$ cat config.mk
export PLATFORM = sky130hd
export DESIGN_NAME = slcd_ctrl
export DESIGN_NICKNAME = d
export VERILOG_FILES = /design/src/core/slcd_pkg.sv /design/src/core/slcd_ctrl.sv /design/src/core/slcd_clkdiv.sv
export SDC_FILE = /design/constraint.sdc
export NUM_CORES = 1
export LEC_CHECK = 0
export ABC_AREA = 1
export BUFFER_PORTS_ARGS = -buffer_cell sky130_fd_sc_hd__buf_2
export CORE_MARGIN = 2
export CORE_UTILIZATION = 60
export CTS_BUF_LIST = sky130_fd_sc_hd__clkbuf_2
export CTS_CLUSTER_SIZE = 24
export DETAILED_ROUTE_END_ITERATION = 12
export PLACE_DENSITY = 0.83
export SLEW_MARGIN = 20
export SYNTH_ARGS = -nofsm -noshare
export SYNTH_HDL_FRONTEND = slang
export SYNTH_SLANG_ARGS = --single-unit
$ cat constraint.sdc
create_clock -name pclk -period 2.7 [get_ports pclk]
set_input_delay 0.405 -clock pclk [delete_from_list [all_inputs] [get_ports pclk]]
set_output_delay 0.405 -clock pclk [all_outputs]
set_load 0.01 [all_outputs]
$ cat src/core/slcd_pkg.sv
// Shared constants for the segment LCD controller.
package slcd_pkg;
    localparam int NUM_COM = 4;
    localparam int NUM_SEG = 20;
    localparam int DIV_W = 4;
    // Register byte offsets.
    localparam logic [11:0] OFF_TIMER_CTL = 12'h000;
    localparam logic [11:0] OFF_DIVIDER = 12'h004;
    localparam logic [11:0] OFF_LCD_CTL1 = 12'h008;
    localparam logic [11:0] OFF_LCD_CTL2 = 12'h00c;
    localparam logic [11:0] OFF_STATUS = 12'h010;
    localparam logic [11:0] OFF_RAM_BASE = 12'h040;
    // Field positions.
    localparam int BIT_SRC_SEL = 2;
    localparam int BIT_DIV_EN = 3;
    localparam int BIT_RES_SEL = 3;
    localparam int BIT_LCD_ON = 2;
    localparam int BIT_INT_RES_OFF = 0;
    // Reset values.
    localparam logic [3:0] RST_TIMER_CTL = 4'h0;
    localparam logic [3:0] RST_DIVIDER = 4'h0;
    localparam logic [3:0] RST_LCD_CTL1 = 4'h0;
    localparam logic [3:0] RST_LCD_CTL2 = 4'hf;
    // Drive level codes: ground, first, second and top LCD supply.
    localparam logic [1:0] LVL_VSS = 2'h0;
    localparam logic [1:0] LVL_V1 = 2'h1;
    localparam logic [1:0] LVL_V2 = 2'h2;
    localparam logic [1:0] LVL_V3 = 2'h3;
    typedef enum logic [1:0] {
        DUTY_NONE = 2'b00,
        DUTY_HALF = 2'b01,
        DUTY_THIRD = 2'b10,
        DUTY_QUARTER = 2'b11
    } slcd_duty_e;
endpackage

$ cat src/core/slcd_ctrl.sv
// Segment LCD controller with APB registers, display RAM and panel drive.
//
// The implementer's own choices: the APB register port and the register addresses.
`timescale 1ns/100ps
module slcd_ctrl
    import slcd_pkg::*;
#(
    parameter int NSEG = slcd_pkg::NUM_SEG
) (
    // Clock and reset.
    input wire logic pclk,
    input wire logic presetn,
    // APB slave.
    input wire logic psel,
    input wire logic penable,
    input wire logic pwrite,
    input wire logic [11:0] paddr,
    input wire logic [31:0] pwdata,
    output logic [31:0] prdata,
    output logic pready,
    output logic pslverr,
    // Count sources and power mode.
    input wire logic prescaler_output_clock,
    input wire logic timer5_bit4_tap,
    input wire logic ram_backup_mode,
    // Panel drive, two-bit level code per pin.
    output logic [2*slcd_pkg::NUM_COM-1:0] com_level,
    output logic [2*NSEG-1:0] seg_level,
    // Supply pin and power circuit control.
    output logic [2:0] shared_segment_outputs,
    output logic [2:0] lcd_supply_inputs,
    output logic internal_supply_used,
    output logic internal_divider_on,
    output logic divider_low_resistance
);
    import slcd_pkg::*;

    if (NSEG != NUM_SEG) begin : g_bad_nseg
        $error("slcd_ctrl: only twenty segments are supported.");
    end

    logic [3:0] timer_control_six_ff;
    logic [3:0] lcd_divider_timer_ff;
    logic [3:0] lcd_control_first_ff;
    logic [3:0] lcd_control_second_ff;
    logic [NUM_COM-1:0] ram_ff [NSEG];
    logic [1:0] com_idx_ff;
    logic [1:0] nxt_com_idx;
    logic pol_ff;
    logic nxt_pol;
    logic [2*NUM_COM-1:0] com_level_ff;
    logic [2*NUM_COM-1:0] nxt_com_level;
    logic [2*NSEG-1:0] seg_level_ff;
    logic [2*NSEG-1:0] nxt_seg_level;
    logic [31:0] prdata_ff;
    logic [31:0] nxt_prdata;
    logic pslverr_ff;
    logic lcd_clk;
    logic lcd_tick;

    // APB decode; the slave always answers in the first access cycle.
    wire logic acc = psel && penable;
    wire logic wr = acc && pwrite;
    wire logic [11:0] ram_off = paddr - OFF_RAM_BASE;
    wire logic [9:0] ram_word = ram_off[11:2];
    wire logic hit_ram = (paddr >= OFF_RAM_BASE) && (ram_word < 10'(NSEG))
        && (paddr[1:0] == 2'b00);
    wire logic hit_tc = paddr == OFF_TIMER_CTL;
    wire logic hit_div = paddr == OFF_DIVIDER;
    wire logic hit_ctl1 = paddr == OFF_LCD_CTL1;
    wire logic hit_ctl2 = paddr == OFF_LCD_CTL2;
    wire logic hit_st = paddr == OFF_STATUS;
    wire logic hit_any = hit_ram || hit_tc || hit_div || hit_ctl1 || hit_ctl2 || hit_st;
    wire logic [4:0] ram_sel = ram_word[4:0];

    // Duty decode and scan length.
    wire slcd_duty_e duty = slcd_duty_e'(lcd_control_first_ff[1:0]);
    wire logic duty_ok = duty != DUTY_NONE;
    wire logic third_bias = (duty == DUTY_THIRD) || (duty == DUTY_QUARTER);
    wire logic [1:0] last_com = (duty == DUTY_HALF) ? 2'h1 :
        (duty == DUTY_THIRD) ? 2'h2 : 2'h3;
    wire logic blank = ram_backup_mode || !lcd_control_first_ff[BIT_LCD_ON] || !duty_ok;
    wire logic frame_end = lcd_tick && (com_idx_ff >= last_com);

    // Non-selected levels depend on bias; half bias uses the first supply both ways.
    wire logic [1:0] lvl_sel_com = pol_ff ? LVL_VSS : LVL_V3;
    wire logic [1:0] lvl_on_seg = pol_ff ? LVL_V3 : LVL_VSS;
    wire logic [1:0] lvl_mid_com = (third_bias && pol_ff) ? LVL_V2 : LVL_V1;
    wire logic [1:0] lvl_off_seg = (third_bias && !pol_ff) ? LVL_V2 : LVL_V1;

    slcd_clkdiv #(
        .DIV_W(DIV_W)
    ) u_clkdiv (
        .pclk(pclk),
        .presetn(presetn),
        .src_sel(timer_control_six_ff[BIT_SRC_SEL]),
        .enable(timer_control_six_ff[BIT_DIV_EN]),
        .divider(lcd_divider_timer_ff),
        .prescaler_output_clock(prescaler_output_clock),
        .timer5_bit4_tap(timer5_bit4_tap),
        .lcd_clk(lcd_clk),
        .lcd_tick(lcd_tick)
    );

    // Scan position and frame polarity; polarity flips each frame to keep DC off the panel.
    assign nxt_com_idx = blank ? 2'h0 : frame_end ? 2'h0 :
        lcd_tick ? com_idx_ff + 2'h1 : com_idx_ff;
    assign nxt_pol = blank ? 1'b0 : frame_end ? !pol_ff : pol_ff;

    genvar gc;
    generate
        for (gc = 0; gc < NUM_COM; gc++) begin : g_com
            // Commons beyond the duty stay at the mid level and may be left open.
            assign nxt_com_level[2*gc +: 2] = blank ? LVL_V3 :
                (com_idx_ff == 2'(gc)) ? lvl_sel_com : lvl_mid_com;
        end
        for (gc = 0; gc < NSEG; gc++) begin : g_seg
            assign nxt_seg_level[2*gc +: 2] = blank ? LVL_V3 :
                ram_ff[gc][com_idx_ff] ? lvl_on_seg : lvl_off_seg;
        end
    endgenerate

    assign nxt_prdata = !hit_any ? 32'h0 :
        hit_ram ? {28'h0, ram_ff[ram_sel]} :
        hit_tc ? {28'h0, timer_control_six_ff} :
        hit_div ? {28'h0, lcd_divider_timer_ff} :
        hit_ctl1 ? {28'h0, lcd_control_first_ff} :
        hit_ctl2 ? {28'h0, lcd_control_second_ff} :
        {28'h0, blank, lcd_clk, com_idx_ff} | {27'h0, pol_ff, 4'h0};

    // Pin sharing: a cleared second-register bit turns a supply pin into a segment.
    assign shared_segment_outputs = ~lcd_control_second_ff[3:1];
    assign lcd_supply_inputs = lcd_control_second_ff[3:1];
    assign internal_supply_used = |shared_segment_outputs;
    assign internal_divider_on = !lcd_control_second_ff[BIT_INT_RES_OFF] || internal_supply_used;
    assign divider_low_resistance = lcd_control_first_ff[BIT_RES_SEL];
    assign com_level = com_level_ff;
    assign seg_level = seg_level_ff;
    assign prdata = prdata_ff;
    assign pready = 1'b1;
    assign pslverr = pslverr_ff && acc;

    always_ff @(posedge pclk or negedge presetn) begin
        if (!presetn) begin
            timer_control_six_ff <= RST_TIMER_CTL;
            lcd_divider_timer_ff <= RST_DIVIDER;
            lcd_control_first_ff <= RST_LCD_CTL1;
            lcd_control_second_ff <= RST_LCD_CTL2;
        end else if (wr) begin
            if (hit_tc) timer_control_six_ff <= pwdata[3:0];
            if (hit_div) lcd_divider_timer_ff <= pwdata[3:0];
            if (hit_ctl1) lcd_control_first_ff <= pwdata[3:0];
            if (hit_ctl2) lcd_control_second_ff <= pwdata[3:0];
        end
    end

    // Display RAM keeps its contents through reset; only the drive is blanked.
    always_ff @(posedge pclk) begin
        if (wr && hit_ram) ram_ff[ram_sel] <= pwdata[NUM_COM-1:0];
    end

    always_ff @(posedge pclk or negedge presetn) begin
        if (!presetn) begin
            com_idx_ff <= 2'h0;
            pol_ff <= 1'b0;
            com_level_ff <= {NUM_COM{LVL_V3}};
            seg_level_ff <= {NSEG{LVL_V3}};
        end else begin
            com_idx_ff <= nxt_com_idx;
            pol_ff <= nxt_pol;
            com_level_ff <= nxt_com_level;
            seg_level_ff <= nxt_seg_level;
        end
    end

    // Read data and error are registered in the setup cycle, ready at the access edge.
    always_ff @(posedge pclk or negedge presetn) begin
        if (!presetn) begin
            prdata_ff <= 32'h0;
            pslverr_ff <= 1'b0;
        end else if (psel && !penable) begin
            prdata_ff <= pwrite ? 32'h0 : nxt_prdata;
            pslverr_ff <= !hit_any;
        end
    end
endmodule

$ cat src/core/slcd_clkdiv.sv
// LCD clock divider: source select, gating and divide by (value+1) then 2.
`timescale 1ns/100ps
module slcd_clkdiv #(
    parameter int DIV_W = 4
) (
    // Clock and reset.
    input wire logic pclk,
    input wire logic presetn,
    // Control.
    input wire logic src_sel,
    input wire logic enable,
    input wire logic [DIV_W-1:0] divider,
    // Count sources.
    input wire logic prescaler_output_clock,
    input wire logic timer5_bit4_tap,
    // Output.
    output logic lcd_clk,
    output logic lcd_tick
);
    if (DIV_W < 1 || DIV_W > 8) begin : g_bad_width
        $error("slcd_clkdiv: DIV_W out of range.");
    end

    logic src_ff;
    logic nxt_src;
    logic [DIV_W-1:0] cnt_ff;
    logic [DIV_W-1:0] nxt_cnt;
    logic clk_ff;
    logic nxt_clk;
    wire logic src_level = src_sel ? prescaler_output_clock : timer5_bit4_tap;
    wire logic src_edge = enable && src_level && !src_ff;
    wire logic wrap = src_edge && (cnt_ff >= divider);

    assign nxt_src = src_level;
    // The count clears and no edge is counted while disabled, so the LCD clock freezes.
    assign nxt_cnt = !enable ? '0 : wrap ? '0 : src_edge ? cnt_ff + 1'b1 : cnt_ff;
    assign nxt_clk = wrap ? !clk_ff : clk_ff;
    assign lcd_clk = clk_ff;
    assign lcd_tick = wrap && clk_ff;

    always_ff @(posedge pclk or negedge presetn) begin
        if (!presetn) begin
            src_ff <= 1'b0;
            cnt_ff <= '0;
            clk_ff <= 1'b0;
        end else begin
            src_ff <= nxt_src;
            cnt_ff <= nxt_cnt;
            clk_ff <= nxt_clk;
        end
    end
endmodule

Yosys cells after proc, flatten, opt, wreduce, memory -nomap -nowiden
Memory sizes are Yosys's and may differ from the RTL's.
Index checks and enable logic that the tools add are counted.
{"block": "op_classes", "addsub": 3, "magnitude_cmp": 5, "n_eq_ne": 11, "muxes": 112, "bitwise": 2, "reduce_logical": 42}
{"operator": "2-to-1 mux 2 bit", "count": 56}
{"operator": "binary-select mux 1 bit (select 2 bit)", "count": 20}
{"operator": "2-to-1 mux 5 bit", "count": 7}
{"operator": "2-to-1 mux 1 bit", "count": 26}
{"operator": "equality test 12 x 4 -> 1 bit, second input constant", "count": 2}
{"operator": "logical AND 1 bit", "count": 14}
{"operator": "equality test 12 x 3 -> 1 bit, second input constant", "count": 1}
{"operator": "equality test 12 x 5 -> 1 bit, second input constant", "count": 1}
{"operator": "greater-or-equal comparator 12 x 7 -> 1 bit, second input constant", "count": 1}
{"operator": "logical NOT 12 bit", "count": 1}
{"operator": "2-to-1 mux 4 bit", "count": 3}
{"operator": "subtractor 12 x 7 -> 12 bit, second input constant", "count": 1}
{"operator": "less-than comparator 10 x 5 -> 1 bit, second input constant", "count": 1}
{"operator": "logical OR 1 bit", "count": 9}
{"operator": "equality test 2 bit, second input constant", "count": 4}
{"operator": "logical NOT 1 bit", "count": 8}
{"operator": "AND reduction 2 bit", "count": 4}
{"operator": "bitwise OR 4 x 5 -> 5 bit", "count": 1}
{"operator": "adder 4 x 1 -> 4 bit, second input constant", "count": 1}
{"operator": "equality test 2 x 1 -> 1 bit, second input constant", "count": 2}
{"operator": "greater-or-equal comparator 4 bit", "count": 1}
{"operator": "logical NOT 2 bit", "count": 2}
{"operator": "nonzero test 2 bit", "count": 2}
{"operator": "less-than comparator 2 x 3 -> 1 bit, second input constant", "count": 1}
{"operator": "other kinds (6)", "count": 6}
{"block": "word_totals", "ff_bits": 106, "mem_bits_rw": 80, "output_inout_bits": 91, "wordCells": 189, "mem_count": 1}
{"memory": "ram_ff", "depth": 20, "width": 4, "rd": 21, "rd_ports_with_merged_regs": 0, "write_ports": 1, "line": "slcd_ctrl.sv:46", "source": "logic [NUM_COM-1:0] ram_ff [NSEG];"}

Depth between registers and ports, before layout
Gate-level depths: netlist of run 1.
{"block": "depth", "word_depth": 11, "mapped_depth": 16}

By module
From an unflattened synthesis of run 1, not the netlist that was laid out.
{"block": "unflattened", "cells_unflattened": 1103, "hier_area_um2": 9983.3}
{"mod": "slcd_ctrl", "n_inst": 1, "cells_per_inst": 1036, "area_per_inst_um2": 9512.9, "seq_area_each_um2": 5735.5}
{"mod": "slcd_clkdiv", "n_inst": 1, "cells_per_inst": 67, "area_per_inst_um2": 470.5, "seq_area_each_um2": 150.1}

Worst setup path before layout of run 1
OpenSTA, ideal clock, no wires.
{"block": "synth_timing", "kind": "in2reg", "start": "in paddr[6]", "end": "mem ram_ff[2][0], enable pin", "setup_time_ns": 0.329, "arrival_time_ns": 1.874, "required_time_ns": 2.371, "path_slack_ns": 0.497, "cell_stages": 11, "path_buffers": 1, "path_cell_list": "buf_2 -> inv_1 -> ha_1 -> nand3_1 -> nor2_1 -> nand3_2 -> inv_2 -> nand2_1 -> inv_2 -> nand2_2 -> nor2_1"}
{"block": "synth_via", "elab_chain_len": 7, "elab_cells_between_ends": 8, "classes_between": "add/sub: 1; order compare: 2; mux: 2; reduce/logical: 3"}
{"element": "start: declaration", "line": "slcd_ctrl.sv:17", "source": "input wire logic [11:0] paddr,"}
{"element": "subtractor 12 x 7 -> 12 bit", "line": "slcd_ctrl.sv:64", "source": "wire logic [11:0] ram_off = paddr - OFF_RAM_BASE;"}
{"element": "less-than comparator 10 x 5 -> 1 bit", "line": "slcd_ctrl.sv:66", "source": "wire logic hit_ram = (paddr >= OFF_RAM_BASE) && (ram_word < 10'(NSEG))"}
{"element": "logical AND 1 bit", "line": "slcd_ctrl.sv:66"}
{"element": "logical AND 1 bit", "line": "slcd_ctrl.sv:67", "source": "&& (paddr[1:0] == 2'b00);"}
{"element": "logical AND 1 bit", "line": "slcd_ctrl.sv:159", "source": "if (wr && hit_ram) ram_ff[ram_sel] <= pwdata[NUM_COM-1:0];"}
{"element": "2-to-1 mux 1 bit", "line": "slcd_ctrl.sv:159"}
{"element": "2-to-1 mux 1 bit (implied by the code)", "line": "slcd_ctrl.sv:159"}
{"element": "end: declaration", "line": "slcd_ctrl.sv:46"}
Parallel ways exist; a longest one is shown, timed or not.

Worst setup path in the final report of run 1
{"block": "layout_timing", "start": "reg lcd_control_second_ff[3]", "end": "out internal_supply_used"}
{"block": "layout_via", "elab_chain_len": 2}
{"element": "start: declaration", "line": "slcd_ctrl.sv:45", "source": "logic [3:0] lcd_control_second_ff;"}
{"element": "start signal: assignment", "line": "slcd_ctrl.sv:153", "source": "if (hit_ctl2) lcd_control_second_ff <= pwdata[3:0];"}
{"element": "NOT 3 bit", "line": "slcd_ctrl.sv:132", "source": "assign shared_segment_outputs = ~lcd_control_second_ff[3:1];"}
{"element": "OR reduction 3 bit", "line": "slcd_ctrl.sv:134", "source": "assign internal_supply_used = |shared_segment_outputs;"}
{"element": "end: declaration", "line": "slcd_ctrl.sv:32", "source": "output logic internal_supply_used,"}
Every way passes these cells.

==> impl_metrics.ini, run 1 <==
[timing]
fin_crit_ns = 2.00
timing.final.hold_violations = 0
layout_setup_ws_ns = 0.696
skew_ns = 0.0568
fmax_mhz = 499
rsz0062_at_grt = no
finalSetupTns_ns = 0
timing.final.crit_share_pct = 74.2
setup_viol = 0
slew-limit-headroom_pct = 49.6
tightest_slew_ns = 0.756
slew_viol_final = 0

[logic_synthesis]
synth_xor_xnor_area_share_pct = 0.262
yosys_warnings = 0
yosysTopAreaCell = edfxtp_1
synth_compound_area_share_pct = 8.47
synthMuxAreaShare_pct = 0
synth_top_family_by_area = simple AND/OR/NAND/NOR gates
synth_cell_type_count = 35
netlist_area_um2 = 10000
synth_area_per_cell_um2 = 9.24
async_flop_share_pct = 38.2
synthSimpleGateAreaFrac_pct = 21.7
syn_inst = 1087
synthAdderAreaFrac_pct = 1.74
yosys_register_bits = 207
netlist.area_leader.share_pct = 38.3
synthTopCellsByArea = edfxtp_1 (38%), dfstp_2 (14%), nand2_1 (9.0%)
yosysSeqAreaShare_pct = 58.6
ys_dominant_reg_cell = edfxtp_1
synth_edf_count = 128

[finish]
mostFrequentLayoutCells = nand2_1 (242), nor2_1 (156), edfxtp_1 (128)
post_route_cells_drive_above_1_share_pct = 21.9
nNetsFinal = 1278
final_common_cell = nand2_1
fill_cells = 1296
areaGrowthSynthToFinish_pct = 11.1

[clock_network]
clkLatencyLatePin_ns = 0.82
cts_tree = built
cts_sinks = 207
clkTransAtPathRegs_ns = 0.11
post_cts_resized = 0
cts_buffers = 50
htree_levels = 2
clockRootBuffer = clkbuf_2
clockBufferDepth = 3

[global_route]
grt_antenna_before_repair = 2
grt_max_degree = 46
first_global_vias = 7784
overflow = 0
grt_pass1_wl_um = 38500
grt_util_all_layers_pct = 27.8

[drt]
routed-via-count = 8026
ant_nets = 0
vias_per_cell = 5.47
drcViolationCount = 0
routed_wl_um = 24100
wl_per_cell_um = 16.5
drtPass1Iterations = 6
drt_iter0_markers = 902

[min_path]
hold_start = pwdata[0]
hold_path_class = in -> reg

[critical_path]
crit_fanout = 6
r2r-start = com_idx_ff[0]
cp.arrival_ns = 1.60
crit_required_ns = 2.30
crit_path_start_kind = flop
end_kind = primary output
worstSetupPathType = reg -> out
cp-startpoint = lcd_control_second_ff[3]

[floorplan]
placementRows = 47
ios = 143
start_util_pct = 61.0
die-area_um2 = 17800
core_um2 = 16500
die_y_um = 133
die_w_um = 133

[placed_design]
pre_cts_ws_ns = 0.313
io_buffers = 86
dp_hpwl_um = 16600
routabilityCongestion = 1.01

[run]
drv_cap = 0

[status]
outcome = finished, final reports clean

[pwr]
leakagePower_nw = 4.85
vdd_drop_max_mv = 0.281
powerDensity_nw_per_um2 = 516
-- what timing repair did --
action | in CTS | in global routing
setup endpoints to repair | 0 | 0
hold endpoints to repair | 37 | 0
setup buffers | 0 | 0
hold buffers | 7 | 0
-- cells in the mapped netlist (2+ instances only) --
cell type  number
nand2_2         7
clkbuf_1       25
inv_1         116
buf_6           5
inv_2           7
dfrtp_1        27
nor2_4          3
o22ai_1        12
ha_1           14
o21ai_0        51
buf_2           9
a21oi_1        37
nand2_1       242
nor2_8          3
o21ai_1        23
o211ai_1       28
nand3_1        75
dfstp_2        52
nand2_4         3
clkinv_1        2
nand3_2         3
buf_4          34
conb_1          2
nor3_1          7
xor2_1          2
nor2_2          2
nor2_1        156
edfxtp_1      128
nand4_1         6
-- area by class of cell --
type                            instances  area, um2  area share (%)
Multi-Input combinational cell        707       3330            29.9
Inverter                              126        475            4.26
Tap cell                              220        275            2.47
Sequential cell                       207       5890            52.7
Antenna cell                            1       2.50          0.0224
Timing Repair Buffer                  120        741            6.64
Clock inverter                         15       90.1           0.807
Clock buffer                           72        360            3.23
-- routing by layer --
layer | routed length [um] | track usage [%] | share of wire, %
met2 | 11200 | 45.2 | 46
met4 | 799 | 11.9 | 3.3
met5 | 7 | 0 | 0.029
met1 | 9580 | 36.6 | 40
met3 | 2550 | 6.01 | 11
-- where the power goes --
| part | total [mW] | leakage (nW) | internal (mW) | switching, mW |
|---|---|---|---|---|
| clock network | 2.04 | 0.343 | 0.811 | 1.23 |
| registers | 3.37 | 2.06 | 3.37 | 0.00147 |
| logic | 0.342 | 2.44 | 0.0898 | 0.253 |
| total | 5.76 | 4.85 | 4.27 | 1.49 |
-- sequential cells by signal (all words and copies together) (netlist names), 2 cells and up --
| register | cells |
|---|---|
| lcd_divider_timer_ff | 4 |
| lcd_control_second_ff | 4 |
| com_idx_ff | 2 |
| ram_ff | 128 |
| u_clkdiv.cnt_ff | 4 |
| prdata | 5 |
| seg_level | 40 |
| com_level | 8 |
| lcd_control_first_ff | 4 |
| timer_control_six_ff | 4 |
-- final timing paths --
| kind | slack (ns) | endpoint | cells after the start |
|---|---|---|---|
| min in group asynchronous | 0.22 | lcd_divider_timer_ff[3] | 2 |
| setup reg to reg | 0.89 | com_idx_ff[0] | 10 |
| hold reg to reg | 0.49 | prdata[1] | 2 |
| setup / recovery | 0.70 | internal_supply_used | 2 |
| hold / removal | 0.08 | ram_ff[17][0] | 1 |
| max in group asynchronous | 1.75 | seg_level[36] | 3 |
-- critical path, cell delays in order (launching register included) --
cell and delay (ns):
dfstp_2 0.60, nand3_1 0.09, buf_2 0.14
-- stage by stage --
step	cell area, um2	instances	hold WS (ns)	power [mW]	utilization (%)
2_1_floorplan	10100	1113	0.109	3.65	-
3_3_place_gp	10600	1373	0.464	3.76	64.6
3_5_place_dp	10600	1373	0.464	3.77	64.6
4_1_cts	11200	1467	0.0292	5.80	67.8
5_1_grt	11200	1468	0.0290	5.99	67.8
6_report	11200	1468	0.0773	5.76	67.8
-- kinds of logic (layout without fill, tap and decap cells) --
logic type | after synthesis | after routing
flops | 207 | 207
buf+inv | 199 | 333
xor+xnor | 3 | 3
fa+ha+maj | 14 | 14
other cells | 2 | 29
compound gates | 152 | 152
simple gates | 510 | 510
No activity file was read; power rests on OpenSTA's default activity.
==> inputs of run 2 (changes only) <==
==> constraint.sdc (replaced) <==
create_clock -name pclk -period 2 [get_ports pclk]
set_input_delay 0.3 -clock pclk [delete_from_list [all_inputs] [get_ports pclk]]
set_output_delay 0.3 -clock pclk [all_outputs]
set_load 0.01 [all_outputs]
==> run 2 against run 1 <==
Clock skew fell by 0.00096 ns. Sequential power grew 35%. Flip-flop and latch count stayed put. Final cell count increased by 1.7%. Die area did not move. Largest cell class unchanged. Largest power group unchanged.
==> impl_metrics.ini, run 2 (same netlist as run 1, synthesis figures left out) <==
[status]
outcome = finished, final reports clean

[critical_path]
cp.arrival_ns = 1.62
r2r_cells = 9
crit_path_start_kind = flop
r2r-start = u_clkdiv.cnt_ff[1]
cp-startpoint = lcd_control_second_ff[3]
crit_fanout = 5
endpoint = internal_divider_on
timing.rr.end = com_idx_ff[0]
ff2ff_setup_slack_ns = 0.22
end_kind = primary output
worstSetupPathType = reg -> out
crit_required_ns = 1.70

[finish]
areaGrowthSynthToFinish_pct = 16.8
nNetsFinal = 1303
utilization_pct = 71.3
largest_register_ffs = 128
regMostFlops = ram_ff
final_common_cell = nand2_1
mostFrequentLayoutCells = nand2_1 (241), edfxtp_1 (128), nor2_1 (125)
post_route_cells_drive_above_1_share_pct = 25.6

[clock_network]
cts_tree = built
clkLatencyLatePin_ns = 0.82
cts_sinks = 207
post_cts_resized = 0
clockBufferDepth = 3
htree_levels = 2
clkTransAtPathRegs_ns = 0.11
cts_buffers = 48
clockRootBuffer = clkbuf_2

[floorplan]
ios = 143
start_util_pct = 61.0
die-area_um2 = 17800
die_w_um = 133
core_um2 = 16500
die_y_um = 133
placementRows = 47

[timing]
skew_ns = 0.0558
timing.final.hold_violations = 0
tightest_slew_ns = 0.538
rsz0062_at_grt = yes
timing.final.crit_share_pct = 96.1
fin_crit_ns = 1.92
slew-limit-headroom_pct = 64.1
fmax_mhz = 520
layout_setup_ws_ns = 0.0775
slew_viol_final = 0
setup_viol = 0

[global_route]
grt_pass1_wl_um = 39200
first_global_vias = 7802
grt_util_all_layers_pct = 28.4
overflow = 0
grt_max_degree = 48
grt_antenna_before_repair = 1

[drt]
vias_per_cell = 5.51
drtPass1Iterations = 6
routed_wl_um = 24900
ant_nets = 0
wl_per_cell_um = 16.7
routed-via-count = 8233
drt_iter0_markers = 800
drcViolationCount = 0

[placed_design]
dp_hpwl_um = 17100
io_buffers = 86
pre_cts_ws_ns = -0.0124
routabilityCongestion = 0.964

[min_path]
hold_path_class = in -> reg

[pwr]
powerDensity_nw_per_um2 = 675
total_power_mw = 7.92
vdd_drop_max_mv = 0.433
leakagePower_nw = 5.01

[run]
drv_cap = 0
## run 2: what timing repair did
item                                    4_1_cts  5_1_grt
buffers inserted                              0        4
endpoints found under the hold margin       103        0
hold buffers                                 12        0
endpoints found under the setup margin        0        3
## run 2: report_power, final
part	switching (mW)	internal, mW	total, mW
clock	1.67	1.17	2.84
combinational	0.371	0.156	0.527
sequential	0.00274	4.55	4.55
## run 2: area by class of cell
| type | instances | area [um2] |
|---|---|---|
| timing repair buffer | 147 | 988 |
| antenna | 1 | 2.50 |
| inverter | 126 | 485 |
| multi-input combinational | 707 | 3630 |
| tap | 220 | 275 |
| clock buffer | 67 | 335 |
| clock inverter | 18 | 131 |
| sequential | 207 | 5890 |
| fill | 1168 | 4730 |
## run 2: per-layer routing
layer | wire length, um | share of wire (%) | vias up | global-route usage [%]
met5 | 0 | 0 | - | 0
met4 | 994 | 4.0 | 0 | 12.9
met3 | 2520 | 10 | 94 | 6.62
met2 | 11800 | 47 | 508 | 46.7
met1 | 9630 | 39 | 3785 | 36.0
li1 | - | - | 3846 | -
## run 2: worst min path at each step
stage,startpoint,endpoint,cells past startpoint
6_report,psel,prdata[0],7
5_1_grt,psel,prdata[2],7
4_1_cts,ram_backup_mode,com_idx_ff[1],6
3_5_place_dp,presetn,lcd_control_first_ff[1],1
3_3_place_gp,presetn,u_clkdiv.lcd_clk,1
2_1_floorplan,presetn,com_idx_ff[0],0
## run 2: stage by stage
stage	TNS, ns	hold slack [ns]	cells	instance area (um2)
after floorplan	0	0.00441	1113	10500
after global placement	0	0.283	1392	11100
after detailed placement	-0.0493	0.288	1392	11100
after CTS	0	0.000173	1489	11700
after global routing	-0.0312	0.00128	1493	11700
final	0	0.0589	1493	11700
## run 2: critical path, cell delays in order (launching register included)
cell and delay [ns]:
dfstp_2 0.60, nand4_1 0.09, buf_2 0.14
